===== src/rtl/pbs_pkg.sv =====
// package of constants and types for the pushbutton power sequencer
package pbs_pkg;
  localparam int unsigned CLK_HZ = 40000000;
  localparam int unsigned TICK_MS = 1;
  localparam int unsigned TICK_CYC = CLK_HZ / 1000 * TICK_MS;
  localparam int unsigned TICK_W = 16;
  localparam int unsigned DEBOUNCE_MS = 32;
  localparam int unsigned BLANK_MS = 512;
  localparam int unsigned OFF_DELAY_MS = 1024;
  localparam int unsigned LOCKOUT_MS = 256;
  localparam int unsigned KILL_PW_US = 30;
  localparam int unsigned CNT_W = 12;
  localparam int unsigned EXT_W = 8;
  localparam logic [CNT_W-1:0] DEBOUNCE_TICKS = CNT_W'(DEBOUNCE_MS / TICK_MS);
  localparam logic [CNT_W-1:0] BLANK_TICKS = CNT_W'(BLANK_MS / TICK_MS);
  localparam logic [CNT_W-1:0] OFF_DELAY_TICKS = CNT_W'(OFF_DELAY_MS / TICK_MS);
  localparam logic [CNT_W-1:0] LOCKOUT_TICKS = CNT_W'(LOCKOUT_MS / TICK_MS);
  localparam logic [TICK_W-1:0] TICK_LAST = TICK_W'(TICK_CYC - 1);
  typedef enum logic [2:0] {
    PBS_OFF = 3'b000,
    PBS_ON_DB = 3'b001,
    PBS_BLANK = 3'b011,
    PBS_REL_DB = 3'b010,
    PBS_RUN = 3'b110,
    PBS_OFF_DB = 3'b111,
    PBS_SHUT = 3'b101,
    PBS_LOCK = 3'b100
  } pbs_state_t;
endpackage


===== src/rtl/pbs_tick_if.sv =====
`timescale 1ns/10ps
// interface carrying the millisecond tick between prescaler and sequencer
interface pbs_tick_if;
  logic tick;
  modport src (output tick);
  modport dst (input tick);
endinterface


===== src/rtl/pbs_prescaler.sv =====
`timescale 1ns/10ps
// millisecond tick prescaler
module pbs_prescaler
  import pbs_pkg::*;
#(
  parameter int unsigned TICK_DIV = TICK_CYC
)
(
  input wire logic i_mclk,
  input wire logic i_rst_b,
  pbs_tick_if.src tk
);
  localparam logic [TICK_W-1:0] DIV_LAST = TICK_W'(TICK_DIV - 1);
  logic [TICK_W-1:0] div;
  logic tick;

  always_ff @(posedge i_mclk)
  begin
    if (!i_rst_b)
    begin
      div <= '0;
      tick <= 1'b0;
    end
    else
    begin
      tick <= (div == DIV_LAST);
      div <= (div == DIV_LAST) ? '0 : div + 1'b1;
    end
  end
  assign tk.tick = tick;
endmodule


===== src/rtl/pbs_sequencer.sv =====
`timescale 1ns/10ps
// pushbutton power on/off sequencer top
// Function
// - turn-off needs button low 32 ms plus extension before shutdown request
// - turn-on needs button low 32 ms plus extension
// - valid turn-on asserts power enable, polarity set by parameter
// - 512 ms blanking starts as enable asserts, excluding debounce
// - kill and button are ignored during blanking
// - kill still low at blanking end releases enable
// - valid turn-off press drives shutdown request low
// - shutdown timeout starts when request falls, excluding debounce
// - kill low during timeout releases enable at once
// - kill high at 1024 ms timeout end releases enable
// - outside blanking, kill low releases enable any time
// - button ignored for a lockout period after release
// - lockout lasts 256 ms, button disregarded throughout
// - button high during a press debounce restarts it; button low restarts a release debounce
// - after blanking and turn-off, button release debounced 32 ms
// - at power-up enable is off and request released
module pbs_sequencer
  import pbs_pkg::*;
#(
  parameter bit EN_ACTIVE_HIGH = 1'b1,
  // clocks per timer tick; a bench may shorten it to run whole sequences quickly
  parameter int unsigned TICK_DIV = TICK_CYC
)
(
  input wire logic i_mclk,
  input wire logic i_rst_b,
  input wire logic i_button_n,
  input wire logic i_kill_n,
  input wire logic [EXT_W-1:0] i_on_time_extend,
  input wire logic [EXT_W-1:0] i_off_time_extend,
  output logic o_power_en,
  output logic o_shdn_req_n_out,
  output logic o_shdn_req_n_oe
);
  pbs_tick_if tk ();
  pbs_state_t state;
  pbs_state_t next_state;
  logic [CNT_W-1:0] cnt;
  logic [CNT_W-1:0] next_cnt;
  logic en_on;
  logic lost;

  pbs_prescaler #(.TICK_DIV(TICK_DIV)) u_pre (
    .i_mclk(i_mclk),
    .i_rst_b(i_rst_b),
    .tk(tk)
  );

  // ticks needed: base plus a configured extension in whole milliseconds
  function automatic logic [CNT_W-1:0] db_len(input logic [EXT_W-1:0] ext);
    db_len = DEBOUNCE_TICKS + CNT_W'(ext);
  endfunction

  // kill is released immediately in the powered states after blanking, sampled per clock
  assign lost = !i_kill_n;

  always_comb
  begin
    next_state = state;
    next_cnt = cnt;
    case (state)
      PBS_OFF:
        if (!i_button_n)
        begin
          next_state = PBS_ON_DB;
          next_cnt = '0;
        end
      PBS_ON_DB:
        if (i_button_n)
          next_state = PBS_OFF;
        else if (tk.tick)
        begin
          next_cnt = cnt + 1'b1;
          if (cnt + 1'b1 >= db_len(i_on_time_extend))
          begin
            next_state = PBS_BLANK;
            next_cnt = '0;
          end
        end
      PBS_BLANK:
        if (tk.tick)
        begin
          next_cnt = cnt + 1'b1;
          if (cnt + 1'b1 >= BLANK_TICKS)
          begin
            next_cnt = '0;
            next_state = lost ? PBS_LOCK : PBS_REL_DB;
          end
        end
      PBS_REL_DB:
        if (lost)
        begin
          next_state = PBS_LOCK;
          next_cnt = '0;
        end
        else if (!i_button_n)
          next_cnt = '0;
        else if (tk.tick)
        begin
          next_cnt = cnt + 1'b1;
          if (cnt + 1'b1 >= DEBOUNCE_TICKS)
            next_state = PBS_RUN;
        end
      PBS_RUN:
        if (lost)
        begin
          next_state = PBS_LOCK;
          next_cnt = '0;
        end
        else if (!i_button_n)
        begin
          next_state = PBS_OFF_DB;
          next_cnt = '0;
        end
      PBS_OFF_DB:
        if (lost)
        begin
          next_state = PBS_LOCK;
          next_cnt = '0;
        end
        else if (i_button_n)
          next_state = PBS_RUN;
        else if (tk.tick)
        begin
          next_cnt = cnt + 1'b1;
          if (cnt + 1'b1 >= db_len(i_off_time_extend))
          begin
            next_state = PBS_SHUT;
            next_cnt = '0;
          end
        end
      PBS_SHUT:
        if (lost)
        begin
          next_state = PBS_LOCK;
          next_cnt = '0;
        end
        else if (tk.tick)
        begin
          next_cnt = cnt + 1'b1;
          if (cnt + 1'b1 >= OFF_DELAY_TICKS)
          begin
            next_state = PBS_LOCK;
            next_cnt = '0;
          end
        end
      PBS_LOCK:
        // the button is not looked at until the lockout has run; then its release is
        // debounced, so a press held through turn-off cannot start a new power-up
        if (cnt >= LOCKOUT_TICKS && !i_button_n)
          next_cnt = LOCKOUT_TICKS;
        else if (tk.tick)
        begin
          next_cnt = cnt + 1'b1;
          if (cnt + 1'b1 >= LOCKOUT_TICKS + DEBOUNCE_TICKS)
          begin
            next_state = PBS_OFF;
            next_cnt = '0;
          end
        end
      default:
      begin
        next_state = PBS_OFF;
        next_cnt = '0;
      end
    endcase
  end

  always_ff @(posedge i_mclk)
  begin
    if (!i_rst_b)
    begin
      state <= PBS_OFF;
      cnt <= '0;
    end
    else
    begin
      state <= next_state;
      cnt <= next_cnt;
    end
  end

  assign en_on = (next_state == PBS_BLANK) || (next_state == PBS_REL_DB) ||
                 (next_state == PBS_RUN) || (next_state == PBS_OFF_DB) ||
                 (next_state == PBS_SHUT);

  always_ff @(posedge i_mclk)
  begin
    if (!i_rst_b)
      o_power_en <= !EN_ACTIVE_HIGH;
    else
      o_power_en <= en_on ? EN_ACTIVE_HIGH : !EN_ACTIVE_HIGH;
  end

  // open drain: only ever drives low, so output data stays zero
  always_ff @(posedge i_mclk)
  begin
    if (!i_rst_b)
    begin
      o_shdn_req_n_out <= 1'b0;
      o_shdn_req_n_oe <= 1'b0;
    end
    else
    begin
      o_shdn_req_n_out <= 1'b0;
      o_shdn_req_n_oe <= (next_state == PBS_SHUT);
    end
  end
endmodule


===== config.mk =====
export PLATFORM = sky130hd
export DESIGN_NAME = pbs_sequencer
export DESIGN_NICKNAME = d
export VERILOG_FILES = /design/src/rtl/pbs_pkg.sv /design/src/rtl/pbs_tick_if.sv /design/src/rtl/pbs_prescaler.sv /design/src/rtl/pbs_sequencer.sv
export SDC_FILE = /design/constraint.sdc
export NUM_CORES = 1
export LEC_CHECK = 0
export CAP_MARGIN = 30
export CELL_PAD_IN_SITES_DETAIL_PLACEMENT = 0
export CELL_PAD_IN_SITES_GLOBAL_PLACEMENT = 1
export CORE_MARGIN = 4
export CORE_UTILIZATION = 50
export CTS_BUF_LIST = sky130_fd_sc_hd__clkbuf_4 sky130_fd_sc_hd__clkbuf_8
export DETAILED_ROUTE_END_ITERATION = 16
export DONT_BUFFER_PORTS = 1
export PLACE_DENSITY_LB_ADDON = 0.1
export SLEW_MARGIN = 20
export SYNTH_ARGS = -nofsm -noshare
export SYNTH_HDL_FRONTEND = slang
export SYNTH_HIERARCHICAL = 1
export SYNTH_SLANG_ARGS = --single-unit

===== constraint.sdc =====
create_clock -name i_mclk -period 5.4 [get_ports i_mclk]
set_clock_uncertainty 0.2 [all_clocks]
set_input_delay 1.08 -clock i_mclk [delete_from_list [all_inputs] [get_ports i_mclk]]
set_output_delay 1.08 -clock i_mclk [all_outputs]
set_load 0.02 [all_outputs]

Word level (Yosys, flattened, before mapping)
Index checks and enable logic that the tools add are counted.
Word-level totals
  bits in registers: 34
  bits of input ports: 20
  output and inout bits: 3
  logic and storage cells: 94
Operators by class
  add/subtract/negate cells: 4
  $lt $le $gt $ge: 7
  equality and inequality tests: 21
  multiplexer cells: 46
  bitwise operators: 1
  reductions and logical operators: 9
Operator list (number)
  two-way mux 12 bit: 20
  case mux 12 bit (8 select lines): 1
  two-way mux 3 bit: 23
  >= comparator 12 x 9 -> 1 bit: 2
  >= comparator 12 x 9 -> 1 bit, second input constant: 2
  case mux 3 bit (8 select lines): 1
  == test 3 bit, second input constant: 7
  adder 6 x 8 -> 9 bit, first input constant: 2
  adder 16 x 1 -> 16 bit, second input constant: 1
  == test 16 bit, second input constant: 1
  adder 12 x 1 -> 12 bit, second input constant: 1
  == test 3 x 2 -> 1 bit, second input constant: 4
  >= comparator 12 x 10 -> 1 bit, second input constant: 1
  >= comparator 12 x 11 -> 1 bit, second input constant: 1
  >= comparator 12 x 6 -> 1 bit, second input constant: 1
  inequality test 3 x 2 -> 1 bit, second input constant: 3
  AND reduction 8 bit: 1
  logical OR 1 bit: 4
  inequality test 2 x 1 -> 1 bit, second input constant: 2
  inequality test 4 x 3 -> 1 bit, second input constant: 1
  == test 3 x 1 -> 1 bit, second input constant: 1
  logical NOT 3 bit: 1
  inequality test 3 bit, second input constant: 1
  inequality test 2 bit, second input constant: 1
  5 further kinds: 5

Depth between registers and ports, before layout
  depth in word-level cells: 13
  depth in mapped cells: 12
  depth with buffers taken out: 12

Cells and area by module
The synthesis kept the hierarchy.
Modules (own cells, without submodules)
  pbs_sequencer: instances 1, cells an instance 265, area an instance 2059.5 um^2
  pbs_prescaler: instances 1, cells an instance 83, area an instance 779.5 um^2

Worst setup path after synthesis
OpenSTA, ideal clock, no wires.
  path type: in2reg
  from: input port i_off_time_extend[5]
  to: register cnt[6]
  library setup time: 0.095 ns
  data arrival time: 3.024 ns
  slack: 2.081 ns
  cell stages on the path: 9
  path buffers: 0
  cells stage by stage: ha_1 -> xnor2_1 -> ha_1 -> a31o_2 -> a21o_1 -> a211o_1 -> o31ai_4 -> o31ai_1 -> a221oi_1
Between the ends
  word-level cells in the longest chain between the ends: 7
RTL lines
  start, declared: line pbs_sequencer.sv:33  | input wire logic [EXT_W-1:0] i_off_time_extend,
  adder 6 x 8 -> 9 bit: line pbs_sequencer.sv:54  | db_len = DEBOUNCE_TICKS + CNT_W'(ext);
  >= comparator 12 x 9 -> 1 bit: line pbs_sequencer.sv:129  | if (cnt + 1'b1 >= db_len(i_off_time_extend))
  two-way mux 12 bit: line pbs_sequencer.sv:129
  two-way mux 12 bit: line pbs_sequencer.sv:126  | else if (tk.tick)
  two-way mux 12 bit: line pbs_sequencer.sv:124  | else if (i_button_n)
  two-way mux 12 bit: line pbs_sequencer.sv:119  | if (lost)
  case mux 12 bit (8 select lines): line pbs_sequencer.sv:64  | case (state)
  end signal, assigned: line pbs_sequencer.sv:182  | cnt <= next_cnt;
  end, declared: line pbs_sequencer.sv:41  | logic [CNT_W-1:0] cnt;
Every way passes these cells. The select of a mux whose other input is x is not followed.
A chain may end at the register's enable or synchronous reset.

Worst setup path in the final report
  from: register cnt[0]
  to: register cnt[6]
Between the ends
  word-level cells in the longest chain between the ends: 7
  elaborated cells on any way between the ends: 29
  classes of those cells: 1 x add/sub; 6 x order compare; 1 x eq/ne; 19 x mux; 2 x reduce/logical
RTL lines (line)
  adder 12 x 1 -> 12 bit
  >= comparator 12 x 9 -> 1 bit: pbs_sequencer.sv:129
  two-way mux 12 bit: pbs_sequencer.sv:129
  two-way mux 12 bit: pbs_sequencer.sv:126
  two-way mux 12 bit: pbs_sequencer.sv:124
  two-way mux 12 bit: pbs_sequencer.sv:119
  case mux 12 bit (8 select lines): pbs_sequencer.sv:64
Several ways; a longest one is shown, not always the timed one. The select of a mux whose other input is x is not followed.

==> flow_summary.json <==
{
  "final_common_cell": "dfxtp_1",
  "grtUsageMet3": 0.0437,
  "final_cell_count_no_fill": 413,
  "grt_max_degree": 19,
  "viasPerCell": 6.29,
  "area_growth_pct": 2.86,
  "slowest_delay_ns": 0.44,
  "synthFlopType": "dfxtp_1",
  "core.rowCount": 27,
  "finalSetupViolCount": 0,
  "die_h_um": 83.4,
  "layout_common_cells": "34 x dfxtp_1, 28 x nand2_1, 28 x nor2_1, 25 x inv_1, 21 x ha_1",
  "hold_viol_final": 0,
  "critical_path_class": "flop to flop",
  "relSlewSlack": 0.414,
  "tns_ns": 0,
  "worst_pin_slew_ns": 0.867,
  "synth_seq_cells": 34,
  "power_frac_seq": 0.489,
  "drv_cap": 0,
  "place.gp.congestion": 0.920,
  "outcome": "finished, final reports clean",
  "drt_iter0_markers": 157,
  "crit_family": "compound AO/OA/AOI/OAI gates",
  "slowest_stage": "dfxtp_1",
  "grt_use_met2": 0.316,
  "clkPwrFrac": 0.371,
  "path_common_cell": "ha_1",
  "io_pins": 23,
  "slew_violations": 0,
  "synth-seq-area-share": 0.240,
  "cts_tree": "done",
  "start_kind": "flop",
  "yosys_warnings": 6,
  "cts.repair.resized": 0,
  "postLayoutCellArea_um2": 2920,
  "hpwl_mm": 5.34,
  "use_met1": 0.296,
  "grt_usage": 0.206,
  "hold_buffers": 0,
  "synth_nets": 389,
  "overflow": 0,
  "dieArea_um2": 6950,
  "clk_pin_slew_ns": 0.08,
  "cts-root-to-sink-buffers": 2,
  "htreeDepth": 2,
  "path_buf_inv": 1,
  "antenna_cells": 0,
  "p_leak_nw": 1.12,
  "dr.pass1.iters": 6,
  "hold_ws_ns": 0.268,
  "cts_root_buf": "clkbuf_8",
  "synth_area_um2": 2840,
  "worstPathArrival_ns": 3.88,
  "layout-drive-gt1-share": 0.0997,
  "powerDensity_nw_per_um2": 186,
  "post-cts-setup-buffer-count": 0,
  "initial_core_util": 0.516,
  "die_x_um": 83.4,
  "vdd_ir_drop_max_v": 0.000112,
  "yosys.cell_types.count": 76,
  "cts_sinks": 34,
  "insertion_delay_ns": 0.29,
  "fmaxAchievable_mhz": 258,
  "grt_setup_unrepaired": "false",
  "worstSetupEndpointType": "flop",
  "placed_cell_area_um2": 2820,
  "p_switching_uw": 155,
  "crit_chain": "ha_1 > inv_1 > nor3_2 > nand2_1 > xnor2_1 > ha_1 > o211ai_1 > o21ba_2 > a211o_1 > o31ai_4 > o31ai_1 > a221oi_1",
  "synth_edf_count": 0,
  "p_total_uw": 542,
  "ant_nets": 0,
  "io_buffers": 0,
  "layout.nets": 381,
  "vias": 2597,
  "drcViolationCount": 0,
  "switching_share": 0.286,
  "wl_per_cell_um": 17.2,
  "fin_crit_ns": 3.88,
  "dp.cells": 404,
  "hold_class": "flop to flop",
  "grt_pass1_vias": 2383,
  "async_flop_share": 0,
  "wl_mm": 7.10,
  "period_share": 0.719,
  "worst-path-max-fanout": 10,
  "busiest_layer": "met2",
  "cts_buffers": 5,
  "internal_power_uw": 388,
  "netlist_instances": 348,
  "antenna_found_initial": 0,
  "syn_area_per_cell_um2": 8.16,
  "combinationalPowerShare": 0.140,
  "coreArea_um2": 5510,
  "grt_first_pass_wirelength_mm": 11.8,
  "required_ns": 5.40
}
## cells in the mapped netlist, drive strengths merged (5+ instances only)
master,n,area (µm²)
a21oi,16,87.6
and3,6,37.5
buf,9,67.6
clkbuf,6,32.5
dfxtp,34,681
ha,21,263
inv,25,93.8
nand2,29,111
nand3,19,118
nand4,8,65.1
nor2,29,111
nor3,10,55.1
nor4,11,75.1
o21ai,11,55.1
o31ai,7,80.1
or3,5,36.3
xnor2,16,140
xor2,5,43.8
## worst paths after layout
check	from	end	slack (ns)	cells past startpoint
setup / recovery	cnt[0]$_SDFFE_PN0P_	cnt[6]$_SDFFE_PN0P_	1.52	12
hold / removal	u_pre/div[0]$_SDFF_PP0_	u_pre/div[0]$_SDFF_PP0_	0.27	1
setup reg to reg	cnt[0]$_SDFFE_PN0P_	cnt[6]$_SDFFE_PN0P_	1.52	12
hold reg to reg	u_pre/div[0]$_SDFF_PP0_	u_pre/div[0]$_SDFF_PP0_	0.27	1
## flip-flops by register name (all words and copies together), names as in the netlist
register,count
o_power_en,1
cnt,12
u_pre/div,16
state,3
u_pre/tk.tick,1
o_shdn_req_n_oe,1
## layer usage
layer  part of all wire  vias to the layer above
li1                   -                     1289
met1               0.48                     1205
met2               0.45                       95
met3              0.065                        8
met4              0.013                        0
met5                  0                        -
## stage by stage
| step | setup WS, ns | util |
|---|---|---|
| finish | 1.52 | 0.530 |
| global route | 1.28 | 0.530 |
| global placement | 1.65 | 0.512 |
| CTS | 1.55 | 0.529 |
| floorplan | 2.08 | - |
| detailed placement | 1.59 | 0.512 |
## cell families after synthesis
kind of cell,synth area share
AND/OR/NAND/NOR,0.276
AO/OA/AOI/OAI,0.242
buffers and inverters,0.0714
flip-flops,0.240
XOR/XNOR,0.0727
adder cells (fa/ha/maj),0.0926
other,0.00132
multiplexers,0.00353
## layout make-up
| type | count | area (µm²) |
|---|---|---|
| Multi-Input combinational cell | 273 | 1960 |
| Clock buffer | 6 | 82.6 |
| Tap cell | 72 | 90.1 |
| Inverter | 25 | 93.8 |
| Clock inverter | 2 | 12.5 |
| Fill cell | 534 | 2590 |
| Sequential cell | 34 | 681 |
| Timing Repair Buffer | 1 | 5.00 |
## power by group through the flow
stage                     sequential [mW]  combinational [mW]  clock [mW]
after floorplan                     0.266              0.0702           0
after global placement              0.271              0.0756           0
after detailed placement            0.271              0.0751           0
after CTS                           0.265              0.0756       0.207
after global routing                0.266              0.0851       0.221
final                               0.265              0.0761       0.201
(Power assumes the default switching activity.)
